--- src/adc_cfg_consts.svh ---
// Purpose: Offsets, field positions, masks and reset values of the
//          converter configuration block.
// Assumes: Byte addresses on an 8-bit AXI4-Lite address.
// Notes:   Definitions only.
`ifndef ADC_CFG_CONSTS_SVH
`define ADC_CFG_CONSTS_SVH

`define ADDR_W 8
`define OFF_CON1 8'h00
`define OFF_CON2 8'h04
`define OFF_CON3 8'h08
`define OFF_CHS 8'h0c
`define OFF_PCFG 8'h10
`define OFF_SCAN 8'h14
`define OFF_PORT 8'h18
`define RESULT_PAGE 2'h1

`define CON1_ON_BIT 15
`define RESULT_FORMAT_HI 10
`define RESULT_FORMAT_LO 8
`define TRIGGER_SOURCE_SELECT_HI 7
`define TRIGGER_SOURCE_SELECT_LO 5
`define REFERENCE_SELECT_HI 15
`define REFERENCE_SELECT_LO 13
`define SCAN_ENABLE_BIT 10
`define SMPI_HI 5
`define SMPI_LO 2
`define BUFFER_FILL_MODE_BIT 1
`define ALTERNATE_MUX_SELECT_BIT 0
`define CONV_CLOCK_SOURCE_BIT 15
`define AUTO_SAMPLE_TIME_HI 12
`define AUTO_SAMPLE_TIME_LO 8
`define CONV_CLOCK_PRESCALE_HI 7
`define CONV_CLOCK_PRESCALE_LO 0
`define CHNB_BIT 31
`define CHSB_HI 27
`define CHSB_LO 24
`define CHNA_BIT 23
`define CHSA_HI 19
`define CHSA_LO 16

`define CON1_MASK 16'h87e0
`define CON2_MASK 16'he43f
`define CON3_MASK 16'h9fff
`define CHS_MASK 32'h8f8f0000
`define CON_RST 16'h0000
`define CHS_RST 32'h00000000
`define PCFG_RST 16'h0000
`define SCAN_RST 16'h0000

`define RESP_OKAY 2'h0
`define RESP_SLVERR 2'h2

`endif

--- src/adc_cfg_pkg.sv ---
// Purpose: Types shared by the converter configuration block.
// Assumes: Nothing beyond the constants header.
// Notes:   Every module state is one packed struct.
package adc_cfg_pkg;

	typedef enum logic [1:0] {RD_IDLE, RD_FETCH, RD_RESP} rd_state_type;

	typedef enum logic [1:0] {
		FMT_INTEGER,
		FMT_SIGNED_INT,
		FMT_FRACTION,
		FMT_SIGNED_FRACTION
	} format_kind_type;

	typedef struct packed {
		logic [15:0][9:0] words;
		logic [9:0] rd_data;
	} store_state_type;

	typedef struct packed {
		logic [15:0] con1;
		logic [15:0] con2;
		logic [15:0] con3;
		logic [31:0] chs;
		logic [15:0] pcfg;
		logic [15:0] scan;
		logic aw_held;
		logic [7:0] aw_addr;
		logic w_held;
		logic [31:0] w_data;
		logic [3:0] w_strb;
		logic bvalid;
		logic [1:0] bresp;
		rd_state_type rd_state;
		logic [7:0] rd_addr;
		logic [31:0] rdata;
		logic [1:0] rresp;
		logic alt_phase;
	} top_state_type;

endpackage

--- src/result_store.sv ---
// Purpose: Sixteen-word store of raw 10-bit conversion codes.
// Assumes: One write and one read port, both on the system clock.
// Notes:   Read data appear one cycle after rd_en, from a register.
module result_store
	import adc_cfg_pkg::*;
(
	input wire logic clk,
	input wire logic rst,
	input wire logic wr_en,
	input wire logic [3:0] wr_addr,
	input wire logic [9:0] wr_data,
	input wire logic rd_en,
	input wire logic [3:0] rd_addr,
	output logic [9:0] rd_data
);

	store_state_type s_reg;
	store_state_type s_next;

	always_comb begin
		s_next = s_reg;
		if (wr_en) begin
			s_next.words[wr_addr] = wr_data;
		end
		if (rd_en) begin
			s_next.rd_data = s_reg.words[rd_addr];
		end
	end

	always_ff @(posedge clk or posedge rst) begin
		if (rst) begin
			s_reg <= '0;
		end else begin
			s_reg <= s_next;
		end
	end

	assign rd_data = s_reg.rd_data;

endmodule // result_store

--- src/result_formatter.sv ---
// Purpose: Turns a raw 10-bit code into one of seven read formats, chosen by eight format codes.
// Assumes: Format field is width bit on top, kind in the two low bits.
// Notes:   Purely combinational; the caller registers the result.
module result_formatter
	import adc_cfg_pkg::*;
(
	input wire logic [9:0] code,
	input wire logic [2:0] format,
	output logic [31:0] value
);

	logic sgn;
	logic wide;
	format_kind_type kind;

	always_comb begin
		sgn = ~code[9];
		wide = format[2];
		kind = format_kind_type'(format[1:0]);
		value = 32'h00000000;
		case (kind)
			FMT_INTEGER: begin
				value = {22'h000000, code};
			end
			FMT_SIGNED_INT: begin
				if (wide) begin
					value = {{22{sgn}}, sgn, code[8:0]};
				end else begin
					value = {16'h0000, {6{sgn}}, sgn, code[8:0]};
				end
			end
			FMT_FRACTION: begin
				if (wide) begin
					value = {code, 22'h000000};
				end else begin
					value = {16'h0000, code, 6'h00};
				end
			end
			FMT_SIGNED_FRACTION: begin
				if (wide) begin
					value = {sgn, code[8:0], 22'h000000};
				end else begin
					value = {16'h0000, sgn, code[8:0], 6'h00};
				end
			end
			default: begin
				value = 32'h00000000;
			end
		endcase
	end

endmodule // result_formatter

--- src/adc_config_regs.sv ---
// Purpose: Configuration registers, input selection and result reads of
//          a 10-bit successive-approximation converter.
// Assumes: AXI4-Lite slave on SYS_CLK, one write and one read at a time.
// Notes:   Result codes are stored raw and formatted on every read.
`include "adc_cfg_consts.svh"

module adc_config_regs
	import adc_cfg_pkg::*;
(
	input wire logic SYS_CLK,
	input wire logic SYS_RST,
	input wire logic AWVALID,
	output logic AWREADY,
	input wire logic [7:0] AWADDR,
	input wire logic [2:0] AWPROT,
	input wire logic WVALID,
	output logic WREADY,
	input wire logic [31:0] WDATA,
	input wire logic [3:0] WSTRB,
	output logic BVALID,
	input wire logic BREADY,
	output logic [1:0] BRESP,
	input wire logic ARVALID,
	output logic ARREADY,
	input wire logic [7:0] ARADDR,
	input wire logic [2:0] ARPROT,
	output logic RVALID,
	input wire logic RREADY,
	output logic [31:0] RDATA,
	output logic [1:0] RRESP,
	input wire logic RESULT_WRITE,
	input wire logic [3:0] RESULT_INDEX,
	input wire logic [9:0] RESULT_CODE,
	input wire logic [3:0] SCAN_CHANNEL,
	input wire logic [15:0] PORT_PINS,
	output logic [15:0] DIGITAL_INPUT_ENABLE,
	output logic [3:0] MUX_POS_SELECT,
	output logic MUX_NEG_SELECT,
	output logic MUX_B_ACTIVE,
	output logic MODULE_ON,
	output logic [2:0] RESULT_FORMAT,
	output logic [2:0] TRIGGER_SOURCE_SELECT,
	output logic [2:0] REFERENCE_SELECT,
	output logic SCAN_ENABLE,
	output logic [15:0] SCAN_CHANNEL_MASK,
	output logic [3:0] CONVERSIONS_PER_IRQ,
	output logic BUFFER_FILL_MODE,
	output logic ALTERNATE_MUX_SELECT,
	output logic CONV_CLOCK_SOURCE,
	output logic [4:0] AUTO_SAMPLE_TIME,
	output logic [7:0] CONV_CLOCK_PRESCALE
);

	////////////////////////////////////////////////////////////////////////

	function automatic logic is_mapped(input logic [7:0] addr);
		logic hit;
		hit = (addr == `OFF_CON1) || (addr == `OFF_CON2) ||
			(addr == `OFF_CON3) || (addr == `OFF_CHS) ||
			(addr == `OFF_PCFG) || (addr == `OFF_SCAN) ||
			(addr == `OFF_PORT) ||
			((addr[7:6] == `RESULT_PAGE) && (addr[1:0] == 2'h0));
		return hit;
	endfunction

	function automatic logic [31:0] merge(input logic [31:0] old,
		input logic [31:0] data, input logic [3:0] strb);
		logic [31:0] res;
		res = old;
		for (int i = 0; i < 4; i++) begin
			if (strb[i]) begin
				res[i*8 +: 8] = data[i*8 +: 8];
			end
		end
		return res;
	endfunction

	////////////////////////////////////////////////////////////////////////

	top_state_type s_reg;
	top_state_type s_next;
	logic aw_take;
	logic w_take;
	logic ar_take;
	logic [7:0] wa;
	logic [31:0] wd;
	logic [3:0] ws;
	logic [31:0] merged;
	logic [9:0] store_code;
	logic [31:0] formatted;
	logic [3:0] mux_a_pos_select;
	logic mux_a_neg_select;
	logic [3:0] mux_b_pos_select;
	logic mux_b_neg_select;

	assign aw_take = AWVALID && !s_reg.aw_held && !s_reg.bvalid;
	assign w_take = WVALID && !s_reg.w_held && !s_reg.bvalid;
	assign ar_take = ARVALID && (s_reg.rd_state == RD_IDLE);

	result_store store (
		.clk(SYS_CLK),
		.rst(SYS_RST),
		.wr_en(RESULT_WRITE),
		.wr_addr(RESULT_INDEX),
		.wr_data(RESULT_CODE),
		.rd_en(ar_take),
		.rd_addr(ARADDR[5:2]),
		.rd_data(store_code)
	);

	result_formatter formatter (
		.code(store_code),
		.format(s_reg.con1[`RESULT_FORMAT_HI:`RESULT_FORMAT_LO]),
		.value(formatted)
	);

	////////////////////////////////////////////////////////////////////////

	always_comb begin
		s_next = s_reg;
		wa = s_reg.aw_held ? s_reg.aw_addr : AWADDR;
		wd = s_reg.w_held ? s_reg.w_data : WDATA;
		ws = s_reg.w_held ? s_reg.w_strb : WSTRB;
		merged = 32'h00000000;

		// Write path: address and data may arrive in either order
		if ((s_reg.aw_held || aw_take) && (s_reg.w_held || w_take)) begin
			case (wa)
				`OFF_CON1: begin
					merged = merge({16'h0000, s_reg.con1}, wd, ws);
					s_next.con1 = merged[15:0] & `CON1_MASK;
				end
				`OFF_CON2: begin
					merged = merge({16'h0000, s_reg.con2}, wd, ws);
					s_next.con2 = merged[15:0] & `CON2_MASK;
				end
				`OFF_CON3: begin
					merged = merge({16'h0000, s_reg.con3}, wd, ws);
					s_next.con3 = merged[15:0] & `CON3_MASK;
				end
				`OFF_CHS: begin
					s_next.chs = merge(s_reg.chs, wd, ws) & `CHS_MASK;
				end
				`OFF_PCFG: begin
					merged = merge({16'h0000, s_reg.pcfg}, wd, ws);
					s_next.pcfg = merged[15:0];
				end
				`OFF_SCAN: begin
					merged = merge({16'h0000, s_reg.scan}, wd, ws);
					s_next.scan = merged[15:0];
				end
				default: begin
					s_next.scan = s_reg.scan;
				end
			endcase
			s_next.aw_held = 1'b0;
			s_next.w_held = 1'b0;
			s_next.bvalid = 1'b1;
			s_next.bresp = is_mapped(wa) ? `RESP_OKAY : `RESP_SLVERR;
		end else begin
			if (aw_take) begin
				s_next.aw_held = 1'b1;
				s_next.aw_addr = AWADDR;
			end
			if (w_take) begin
				s_next.w_held = 1'b1;
				s_next.w_data = WDATA;
				s_next.w_strb = WSTRB;
			end
		end
		if (s_reg.bvalid && BREADY) begin
			s_next.bvalid = 1'b0;
		end

		// Read path: one cycle to fetch the store, then the answer
		case (s_reg.rd_state)
			RD_IDLE: begin
				if (ar_take) begin
					s_next.rd_addr = ARADDR;
					s_next.rd_state = RD_FETCH;
				end
			end
			RD_FETCH: begin
				s_next.rresp = is_mapped(s_reg.rd_addr) ? `RESP_OKAY :
					`RESP_SLVERR;
				s_next.rdata = 32'h00000000;
				if (s_reg.rd_addr[7:6] == `RESULT_PAGE) begin
					s_next.rdata = is_mapped(s_reg.rd_addr) ?
						formatted : 32'h00000000;
				end else begin
					case (s_reg.rd_addr)
						`OFF_CON1: s_next.rdata = {16'h0000, s_reg.con1};
						`OFF_CON2: s_next.rdata = {16'h0000, s_reg.con2};
						`OFF_CON3: s_next.rdata = {16'h0000, s_reg.con3};
						`OFF_CHS: s_next.rdata = s_reg.chs;
						`OFF_PCFG: s_next.rdata = {16'h0000, s_reg.pcfg};
						`OFF_SCAN: s_next.rdata = {16'h0000, s_reg.scan};
						`OFF_PORT: begin
							s_next.rdata = {16'h0000,
								PORT_PINS & s_reg.pcfg};
						end
						default: s_next.rdata = 32'h00000000;
					endcase
				end
				s_next.rd_state = RD_RESP;
			end
			RD_RESP: begin
				if (RREADY) begin
					s_next.rd_state = RD_IDLE;
				end
			end
			default: begin
				s_next.rd_state = RD_IDLE;
			end
		endcase

		// Alternate phase flips on every stored conversion while ALTERNATE_MUX_SELECT and the on bit are set, else clears
		if (!s_reg.con2[`ALTERNATE_MUX_SELECT_BIT] || !s_reg.con1[`CON1_ON_BIT]) begin
			s_next.alt_phase = 1'b0;
		end else if (RESULT_WRITE) begin
			s_next.alt_phase = ~s_reg.alt_phase;
		end
	end

	always_ff @(posedge SYS_CLK or posedge SYS_RST) begin
		if (SYS_RST) begin
			s_reg <= '0;
			s_reg.con1 <= `CON_RST;
			s_reg.con2 <= `CON_RST;
			s_reg.con3 <= `CON_RST;
			s_reg.chs <= `CHS_RST;
			s_reg.pcfg <= `PCFG_RST;
			s_reg.scan <= `SCAN_RST;
			s_reg.rd_state <= RD_IDLE;
		end else begin
			s_reg <= s_next;
		end
	end

	////////////////////////////////////////////////////////////////////////
	// Input multiplexer selection

	always_comb begin
		mux_a_pos_select = s_reg.chs[`CHSA_HI:`CHSA_LO];
		if (s_reg.con2[`SCAN_ENABLE_BIT]) begin
			mux_a_pos_select = SCAN_CHANNEL;
		end
		mux_a_neg_select = s_reg.chs[`CHNA_BIT];
		mux_b_pos_select = s_reg.chs[`CHSB_HI:`CHSB_LO];
		mux_b_neg_select = s_reg.chs[`CHNB_BIT];
	end

	// Negative select: 1 is input one, 0 is the negative reference
	assign MUX_POS_SELECT = s_reg.alt_phase ? mux_b_pos_select :
		mux_a_pos_select;
	assign MUX_NEG_SELECT = s_reg.alt_phase ? mux_b_neg_select :
		mux_a_neg_select;
	assign MUX_B_ACTIVE = s_reg.alt_phase;
	assign DIGITAL_INPUT_ENABLE = s_reg.pcfg;

	////////////////////////////////////////////////////////////////////////
	// Bus handshakes and configuration fields

	assign AWREADY = !s_reg.aw_held && !s_reg.bvalid;
	assign WREADY = !s_reg.w_held && !s_reg.bvalid;
	assign BVALID = s_reg.bvalid;
	assign BRESP = s_reg.bresp;
	assign ARREADY = (s_reg.rd_state == RD_IDLE);
	assign RVALID = (s_reg.rd_state == RD_RESP);
	assign RDATA = s_reg.rdata;
	assign RRESP = s_reg.rresp;

	assign MODULE_ON = s_reg.con1[`CON1_ON_BIT];
	assign RESULT_FORMAT = s_reg.con1[`RESULT_FORMAT_HI:`RESULT_FORMAT_LO];
	assign TRIGGER_SOURCE_SELECT = s_reg.con1[`TRIGGER_SOURCE_SELECT_HI:`TRIGGER_SOURCE_SELECT_LO];
	assign REFERENCE_SELECT = s_reg.con2[`REFERENCE_SELECT_HI:`REFERENCE_SELECT_LO];
	assign SCAN_ENABLE = s_reg.con2[`SCAN_ENABLE_BIT];
	assign SCAN_CHANNEL_MASK = s_reg.scan;
	assign CONVERSIONS_PER_IRQ = s_reg.con2[`SMPI_HI:`SMPI_LO];
	assign BUFFER_FILL_MODE = s_reg.con2[`BUFFER_FILL_MODE_BIT];
	assign ALTERNATE_MUX_SELECT = s_reg.con2[`ALTERNATE_MUX_SELECT_BIT];
	assign CONV_CLOCK_SOURCE = s_reg.con3[`CONV_CLOCK_SOURCE_BIT];
	assign AUTO_SAMPLE_TIME = s_reg.con3[`AUTO_SAMPLE_TIME_HI:`AUTO_SAMPLE_TIME_LO];
	assign CONV_CLOCK_PRESCALE = s_reg.con3[`CONV_CLOCK_PRESCALE_HI:`CONV_CLOCK_PRESCALE_LO];

endmodule // adc_config_regs

--- config.mk ---
export PLATFORM = sky130hd
export DESIGN_NAME = adc_config_regs
export DESIGN_NICKNAME = d
export VERILOG_FILES = /design/src/adc_cfg_pkg.sv /design/src/result_store.sv /design/src/result_formatter.sv /design/src/adc_config_regs.sv
export VERILOG_INCLUDE_DIRS = /design/src /design/src/src
export SDC_FILE = /design/constraint.sdc
export NUM_CORES = 1
export LEC_CHECK = 0
export ABC_AREA = 1
export BUFFER_PORTS_ARGS = -buffer_cell sky130_fd_sc_hd__clkbuf_2
export CAP_MARGIN = 20
export CELL_PAD_IN_SITES_DETAIL_PLACEMENT = 1
export CELL_PAD_IN_SITES_GLOBAL_PLACEMENT = 2
export CORE_ASPECT_RATIO = 0.9
export CORE_MARGIN = 5
export CORE_UTILIZATION = 34
export DETAILED_ROUTE_END_ITERATION = 10
export HOLD_SLACK_MARGIN = 0.08
export PLACE_DENSITY = 0.89
export SLEW_MARGIN = 0
export SYNTH_ARGS = -nofsm -noshare
export SYNTH_HDL_FRONTEND = slang
export SYNTH_SLANG_ARGS = --single-unit
--- constraint.sdc ---
create_clock -name SYS_CLK -period 12.2 [get_ports SYS_CLK]
set_input_delay 0.61 -clock SYS_CLK [delete_from_list [all_inputs] [get_ports SYS_CLK]]
set_output_delay 0.61 -clock SYS_CLK [all_outputs]
set_load 0.05 [all_outputs]
Word level (Yosys, flattened, before mapping)
Index checks and enable logic that the tools add are counted.

cells by class
  add/subtract/negate cells = 0
  multiply operators = 0
  divide/modulo/power cells = 0
  magnitude comparators = 3
  eq/ne operators = 21
  shift operators = 0
  mux-type cells = 31
  bitwise operators = 4
  reductions and logical operators = 60

operators with widths
  kind                                                                          number
  32-bit one-hot mux with 7 select lines                                        1
  32-bit two-way mux                                                            6
  160-bit bitwise mux                                                           1
  32-bit one-hot mux with 4 select lines                                        1
  8-bit by 5-bit equality test with 1-bit output, second input constant         6
  10-bit binary-select mux with 4-bit select                                    1
  10-bit demux with 4-bit select                                                1
  37-bit two-way mux                                                            1
  3-bit AND reduction                                                           12
  8-bit by 4-bit equality test with 1-bit output, second input constant         4
  10-bit two-way mux                                                            3
  1-bit logical OR                                                              17
  16-bit bitwise AND                                                            1
  8-bit by 3-bit equality test with 1-bit output, second input constant         2
  8-bit zero test                                                               2
  1-bit logical AND                                                             12
  4-bit two-way mux                                                             3
  4-bit by 5-bit less-than comparator with 1-bit output, second input constant  2
  9-bit two-way mux                                                             1
  2-bit by 1-bit equality test with 1-bit output, second input constant         4
  2-bit zero test                                                               4
  8-bit two-way mux                                                             1
  2-bit AND reduction                                                           4
  2-bit nonzero test                                                            4
  other kinds (9)                                                               25

storage, ports and cells
  flip-flop bits (word level) = 337
  bits in latches = 0
  bits in writable memories = 0
  bits in read-only memories = 0
  output and inout bits = 110
  word-level logic and storage cells = 160
  memories = 0

Depth between registers and ports, before layout
Gate-level depths: netlist (run 1).

  depth after elaboration = 12
  gate-level depth with buffers = 11
  depth with buffers taken out = 10

Modules after synthesis
A second synthesis (run 1) with hierarchy kept.

unflattened totals
  cell total of the unflattened synthesis = 2,111
  area total of the unflattened synthesis = 16,664.7 µm²

modules (own cells, without submodules)
  module            instances  cells an instance  area an instance (µm²)  seq. area each (µm²)
  adc_config_regs   1          1,064              8,486.9                 3,978.8
  result_store      1          981                7,853.8                 4,254.1
  result_formatter  1          66                 324.1                   0.0

Least setup slack after synthesis (run 1)
No wires, ideal clock.

  kind = register -> output
  start point = reg s_reg, in the netlist MUX_B_ACTIVE
  end point = out MUX_POS_SELECT[0]
  arrival time = 1,566 ps
  required time = 11,590 ps
  slack = 10,024 ps
  stages on the path, launching flop included = 4
  buffers on the path = 0
  cells stage by stage = dfrtp_1 clkinv_1 o211ai_1 o21a_1

between the ends
  cells in the longest elaborated chain, start to end = 1

ends and longest elaborated chain
  what                      RTL line                text
  start: declaration        adc_config_regs.sv:80   top_state_type s_reg;
  start signal: assignment  adc_config_regs.sv:236  s_reg <= s_next;
  4-bit two-way mux         adc_config_regs.sv:254  assign MUX_POS_SELECT = s_reg.alt_phase ? mux_b_pos_select :
  end: declaration          adc_config_regs.sv:37   output logic [3:0] MUX_POS_SELECT,

Every way passes these cells.

Worst setup path after layout (run 1)
  start point = in ARADDR[2]
  end point = reg store.s_reg, in the netlist store.rd_data[7]

between the ends
  cells in the longest elaborated chain, start to end = 2

ends and longest elaborated chain
  what                                        RTL line               text
  start: declaration                          adc_config_regs.sv:25  input wire logic [7:0] ARADDR,
  10-bit binary-select mux with 4-bit select  result_store.sv:26     s_next.rd_data = s_reg.words[rd_addr];
  10-bit two-way mux (not written as such)    result_store.sv:26
  end signal: assignment                      result_store.sv:34     s_reg <= s_next;
  end: declaration                            result_store.sv:17     store_state_type s_reg;

Every way passes these cells. The select of a mux whose other input is x is not followed.
A chain may end at the register's enable or synchronous reset.

==> flow_metrics.env, run 1 <==
export IMPL_status="complete, no violations"
export IMPL_path_clk_slew_ns=0.06
export IMPL_relSlewSlack=0.317
export IMPL_ctsResizeCount=0
export IMPL_antenna_cells=0
export IMPL_rsz0062_at_grt="no"
export IMPL_criticalPathCategory="input pin to flip-flop"
export IMPL_final_common_cell="nand2_1"
export IMPL_dieWidth_um=241
export IMPL_fin_cells=2850
export IMPL_slowest_delay_ns=0.72
export IMPL_clkLatencyLatePin_ns=0.56
export IMPL_wire_per_inst_um=19.4
export IMPL_yosysUniqueCellTypes=36
export IMPL_grt_pass1_vias=15300
export IMPL_postCtsSetupBuffers=0
export IMPL_drt_initial_drc_count=886
export IMPL_avgSynthCellArea_um2=7.63
export IMPL_ctsHtreeMaxLevel=2
export IMPL_final_hold_viol_count=0
export IMPL_syn_inst=2143
export IMPL_finalCriticalPeriod_ns=2.64
export IMPL_crit_chain="clkbuf_2 > buf_4 > inv_2 > buf_4 > nand2_1 > nand3_1 > nand3_1 > nand2_1 > a21oi_1 > a21oi_1"
export IMPL_holdWs_ns=0.180
export IMPL_cts_root_buffer="clkbuf_16"
export IMPL_synth_edf_count=0
export IMPL_grt_max_degree=117
export IMPL_synth_seq_cells=328
export IMPL_dieArea_um2=52600
export IMPL_coreArea_um2=47700
export IMPL_numClockSinks=328
export IMPL_async_flop_share=1.00
export IMPL_cp_startpoint="ARADDR[2]"
export IMPL_dp_slack_ns=8.65
export IMPL_startpoint_type="input pin"
export IMPL_fp_dieH_um=218
export IMPL_drtAntennaViolNets=0
export IMPL_drv_slew=0
export IMPL_worstPathMaxFanout=83
export IMPL_powerDensity_nw_per_um2=200
export IMPL_skew_ns=0.0141
export IMPL_hpwl_um=38100
export IMPL_endpoint_kind="flip-flop"
export IMPL_grt_ovfl_total=0
export IMPL_fin_nets=2301
export IMPL_fin_crit_sh=0.216
export IMPL_tritoncts="yes"
export IMPL_hp_class="input pin to asynchronous set/reset pin"
export IMPL_fin_ws_ns=9.56
export IMPL_tns_ns=0
export IMPL_start_util=0.343
export IMPL_gp_routability_congestion=0.877
export IMPL_setup_viol=0
export IMPL_finalWirelength_um=55300
export IMPL_cts_made_buffers=39
export IMPL_fmax_mhz=379
export IMPL_grt_pass1_wl_um=87000
export IMPL_synthesis_area_um2=16400
export IMPL_r2r_end="RDATA[18]"
export IMPL_worst_ep_required_time_ns=12.62
export IMPL_cts_hold_fix_buffers=0
export IMPL_yosysWarnings=0
export IMPL_power_total_mw=3.68
export IMPL_worst_path_max_delay_cell="buf_4"
export IMPL_grtUsageTotal=0.209
export IMPL_cts_buffer_depth=3
export IMPL_rr_worst_depth=8
export IMPL_ys_seq_area_frac=0.502
export IMPL_irDropWorstVdd_v=0.0000924
export IMPL_largest_reg_flops=160
export IMPL_worst_pin_slew_ns=1.01
export IMPL_antenna_found_initial=1
export IMPL_placed_cells=2780
export IMPL_synth_flop_cell="dfrtp_1"
export IMPL_rrSetupSlack_ns=9.82
export IMPL_area_growth_pct=12.7
export IMPL_total_leakage_power_nw=9.30
export IMPL_cp_arrival_ns=3.06
export IMPL_layout_drive_gt1_share=0.144
export IMPL_num_rows=76
export IMPL_vias=14500
export IMPL_vias_per_cell=5.08
export IMPL_dr_pass1_iters=5
export IMPL_max_cap_viol_count=0
export IMPL_ios=210
export IMPL_portBuffers=195
export IMPL_layout_common_cells="nand2_1, dfrtp_1, o21ai_0, clkbuf_2, nor2_1"
export IMPL_remaining_drc_errors=0
export IMPL_reg2reg_from="s_reg[35]"
==> metal layers <==
layer,part of all wire,global-route usage
met4,0.027,0.0626
met5,0.00036,0
met2,0.46,0.335
met1,0.46,0.291
met3,0.050,0.0360
==> metrics by stage <==
stage / cell area, µm² / utilization
floorplan: 16400 / -
global placement: 17100 / 0.359
detailed placement: 17100 / 0.359
CTS: 18400 / 0.385
global route: 18400 / 0.386
finish: 18400 / 0.386
==> Yosys cell counts (10+ instances only) <==
cell type  instances  area [µm²]
nand2_1          733        2750
dfrtp_1          328        8210
o21ai_0          247        1240
nor2_1           169         634
nand3_1          147         736
inv_1            125         469
a21oi_1           99         495
buf_4             96         721
clkbuf_1          90         338
o211ai_1          21         158
nor2_2            11        68.8
buf_2             10        50.1
==> cells by family (layout without fill, tap and decap cells) <==
kind of cell,after synthesis,after routing,synth area share
other,1,2,0.000229
flip-flops,328,328,0.502
multiplexers,1,1,0.000688
AO/OA/AOI/OAI,381,381,0.122
AND/OR/NAND/NOR,1093,1093,0.273
buffers and inverters,339,421,0.102
==> critical path: cells and delay by family <==
kind	cells	cell delay, ns
compound gates	2	0.27
buf+inv	4	1.58
simple gates	4	0.52
==> layout make-up <==
cell class	instances	area, µm²
Fill cell	5885	29300
Sequential cell	328	8210
Multi-Input combinational cell	1477	6480
Clock buffer	62	1230
Timing Repair Buffer	218	1190
Tap cell	624	781
Inverter	137	522
Clock inverter	4	20.0
==> where the power goes <==
group          total (mW)  leakage [nW]  internal (mW)  switching, mW
Clock                1.16         0.624          0.689          0.470
Sequential           1.52          4.19           1.34          0.183
Combinational       0.998          4.48          0.261          0.737
==> worst max-delay path by stage <==
stage | cells after the start | slack [ns] | endpoint
floorplan | 1 | 2.51 | ALTERNATE_MUX_SELECT
global placement | 4 | 8.70 | store.rd_data[1]
detailed placement | 4 | 8.65 | store.s_reg[28]
CTS | 4 | 9.23 | DIGITAL_INPUT_ENABLE[7]
global route | 10 | 9.32 | store.rd_data[7]
finish | 10 | 9.56 | store.rd_data[7]
Note: power is estimated with default switching activity, not from simulation.
==> inputs of run 2 (changes only) <==
==> constraint.sdc (replaced) <==
create_clock -name SYS_CLK -period 2.75 [get_ports SYS_CLK]
set_input_delay 0.1375 -clock SYS_CLK [delete_from_list [all_inputs] [get_ports SYS_CLK]]
set_output_delay 0.1375 -clock SYS_CLK [all_outputs]
set_load 0.05 [all_outputs]
==> run 2 against run 1 <==
Die area did not move. Total power rose to 4.6 times the previous value. Critical path depth fell by 1. Sequential share of layout area fell by 1.9 points. Largest power group unchanged.
==> flow_metrics.env, run 2 (same netlist as run 1, synthesis figures left out) <==
export IMPL_portBuffers=195
export IMPL_remaining_drc_errors=0
export IMPL_cts_made_buffers=39
export IMPL_skew_ns=0.0140
export IMPL_layout_drive_gt1_share=0.150
export IMPL_cts_root_buffer="clkbuf_16"
export IMPL_gp_routability_congestion=0.871
export IMPL_coreArea_um2=47700
export IMPL_num_rows=76
export IMPL_status="complete, no violations"
export IMPL_cp_arrival_ns=2.72
export IMPL_grt_pass1_wl_um=89200
export IMPL_vias_per_cell=5.08
export IMPL_cts_buffer_depth=3
export IMPL_fin_crit_sh=0.830
export IMPL_drt_initial_drc_count=1006
export IMPL_grt_pass1_vias=15600
export IMPL_final_common_cell="nand2_1"
export IMPL_tns_ns=0
export IMPL_finalCriticalPeriod_ns=2.28
export IMPL_drv_slew=0
export IMPL_worst_pin_slew_ns=1.02
export IMPL_tritoncts="yes"
export IMPL_finalWirelength_um=56700
export IMPL_layout_common_cells="nand2_1, dfrtp_1, o21ai_0, clkbuf_2, nor2_1"
export IMPL_grtUsageTotal=0.214
export IMPL_irDropWorstVdd_v=0.000388
export IMPL_path_clk_slew_ns=0.06
export IMPL_placed_area_um2=17400
export IMPL_holdCritStartpoint="RESULT_CODE[9]"
export IMPL_reg2reg_from="s_reg[93]"
export IMPL_ios=210
export IMPL_finalInstanceArea_um2=19300
export IMPL_holdWs_ns=0.103
export IMPL_relSlewSlack=0.316
export IMPL_largest_reg_flops=160
export IMPL_antenna_found_initial=1
export IMPL_placed_cells=2806
export IMPL_vias=14900
export IMPL_dieWidth_um=241
export IMPL_area_growth_pct=17.8
export IMPL_worstPathMaxFanout=14
export IMPL_wire_per_inst_um=19.3
export IMPL_ctsHtreeMaxLevel=2
export IMPL_cp_startpoint="s_reg[93]"
export IMPL_fmax_mhz=438
export IMPL_criticalPathCategory="flip-flop to flip-flop"
export IMPL_drtAntennaViolNets=0
export IMPL_max_cap_viol_count=0
export IMPL_start_util=0.343
export IMPL_rsz0062_at_grt="no"
export IMPL_grt_ovfl_total=0
export IMPL_grt_max_degree=93
export IMPL_fp_dieH_um=218
export IMPL_hpwl_um=39100
export IMPL_ctsResizeCount=0
export IMPL_powerDensity_nw_per_um2=869
export IMPL_startpoint_type="flip-flop"
export IMPL_fin_cells=2934
export IMPL_fill_cells=5868
export IMPL_numClockSinks=328
export IMPL_dr_pass1_iters=5
export IMPL_fin_nets=2381
export IMPL_dp_slack_ns=0.505
export IMPL_fin_ws_ns=0.467
export IMPL_final_hold_viol_count=0
export IMPL_hp_class="input pin to flip-flop"
export IMPL_dieArea_um2=52600
export IMPL_setup_viol=0
export IMPL_worst_ep_required_time_ns=3.19
export IMPL_endpoint_kind="flip-flop"
export IMPL_total_leakage_power_nw=9.67
export IMPL_clkLatencyLatePin_ns=0.55
-- run 2: cell types whose count changed in the layout (fill, tap and decap cells not counted), moves of 2 or more --
cell,before,now
buf_16,2,0
dlygate4sd3_1,0,58
buf_4,21,39
clkbuf_8,13,8
bufinv_16,0,3
buf_12,0,6
clkbuf_1,8,6
clkinv_2,4,8
clkinvlp_4,0,4
-- run 2: final cells by class --
type / count / area, µm² / area share
clock inverter: 14 / 153 / 0.00792
antenna: 1 / 2.50 / 0.000130
multi-input combinational: 1477 / 6480 / 0.336
inverter: 137 / 518 / 0.0269
clock buffer: 55 / 1160 / 0.0601
sequential: 328 / 8210 / 0.426
timing repair buffer: 298 / 1970 / 0.102
tap: 624 / 781 / 0.0405
-- run 2: worst max-delay path: stages, from the launching register on --
cell and delay [ns]:
dfrtp_1 0.68, inv_2 0.14, o21ai_2 0.26, nand2_1 0.12, nor2_2 0.13, nand2_1 0.11
nor2_1 0.21, nand2_1 0.30, nand2_1 0.14, nand2_1 0.06
-- run 2: through the flow --
step / total power [mW] / utilization
detailed placement: 11.4 / 0.364
floorplan: 10.1 / -
finish: 16.7 / 0.404
CTS: 16.8 / 0.404
global route: 17.7 / 0.404
global placement: 11.1 / 0.364
-- run 2: path summary, 6_finish.rpt --
path	depth (start not counted)	slack, ns	end
max	9	0.47	DIGITAL_INPUT_ENABLE[4]
min	3	0.10	store.s_reg[79]
max reg2reg	9	0.47	DIGITAL_INPUT_ENABLE[4]
min reg2reg	2	0.48	RDATA[30]
max in group asynchronous	4	1.77	s_reg[67]
min in group asynchronous	3	0.14	store.s_reg[98]
-- run 2: power breakdown --
group	total [mW]	internal, mW	switching (mW)	leakage [nW]
clock network	5.33	3.21	2.11	0.644
logic	4.63	1.31	3.32	4.83
registers	6.78	5.94	0.841	4.19
-- run 2: timing repair --
action	4_1_cts	5_1_grt
buffers inserted	0	0
hold endpoints to repair	411	0
hold buffers	58	0
-- run 2: layer usage --
layer / vias to the layer above / GRT usage / part of all wire
met5: - / 0 / 0
met4: 0 / 0.0609 / 0.028
met3: 103 / 0.0384 / 0.054
met2: 377 / 0.344 / 0.47
met1: 7396 / 0.297 / 0.45
li1: 7015 / - / -
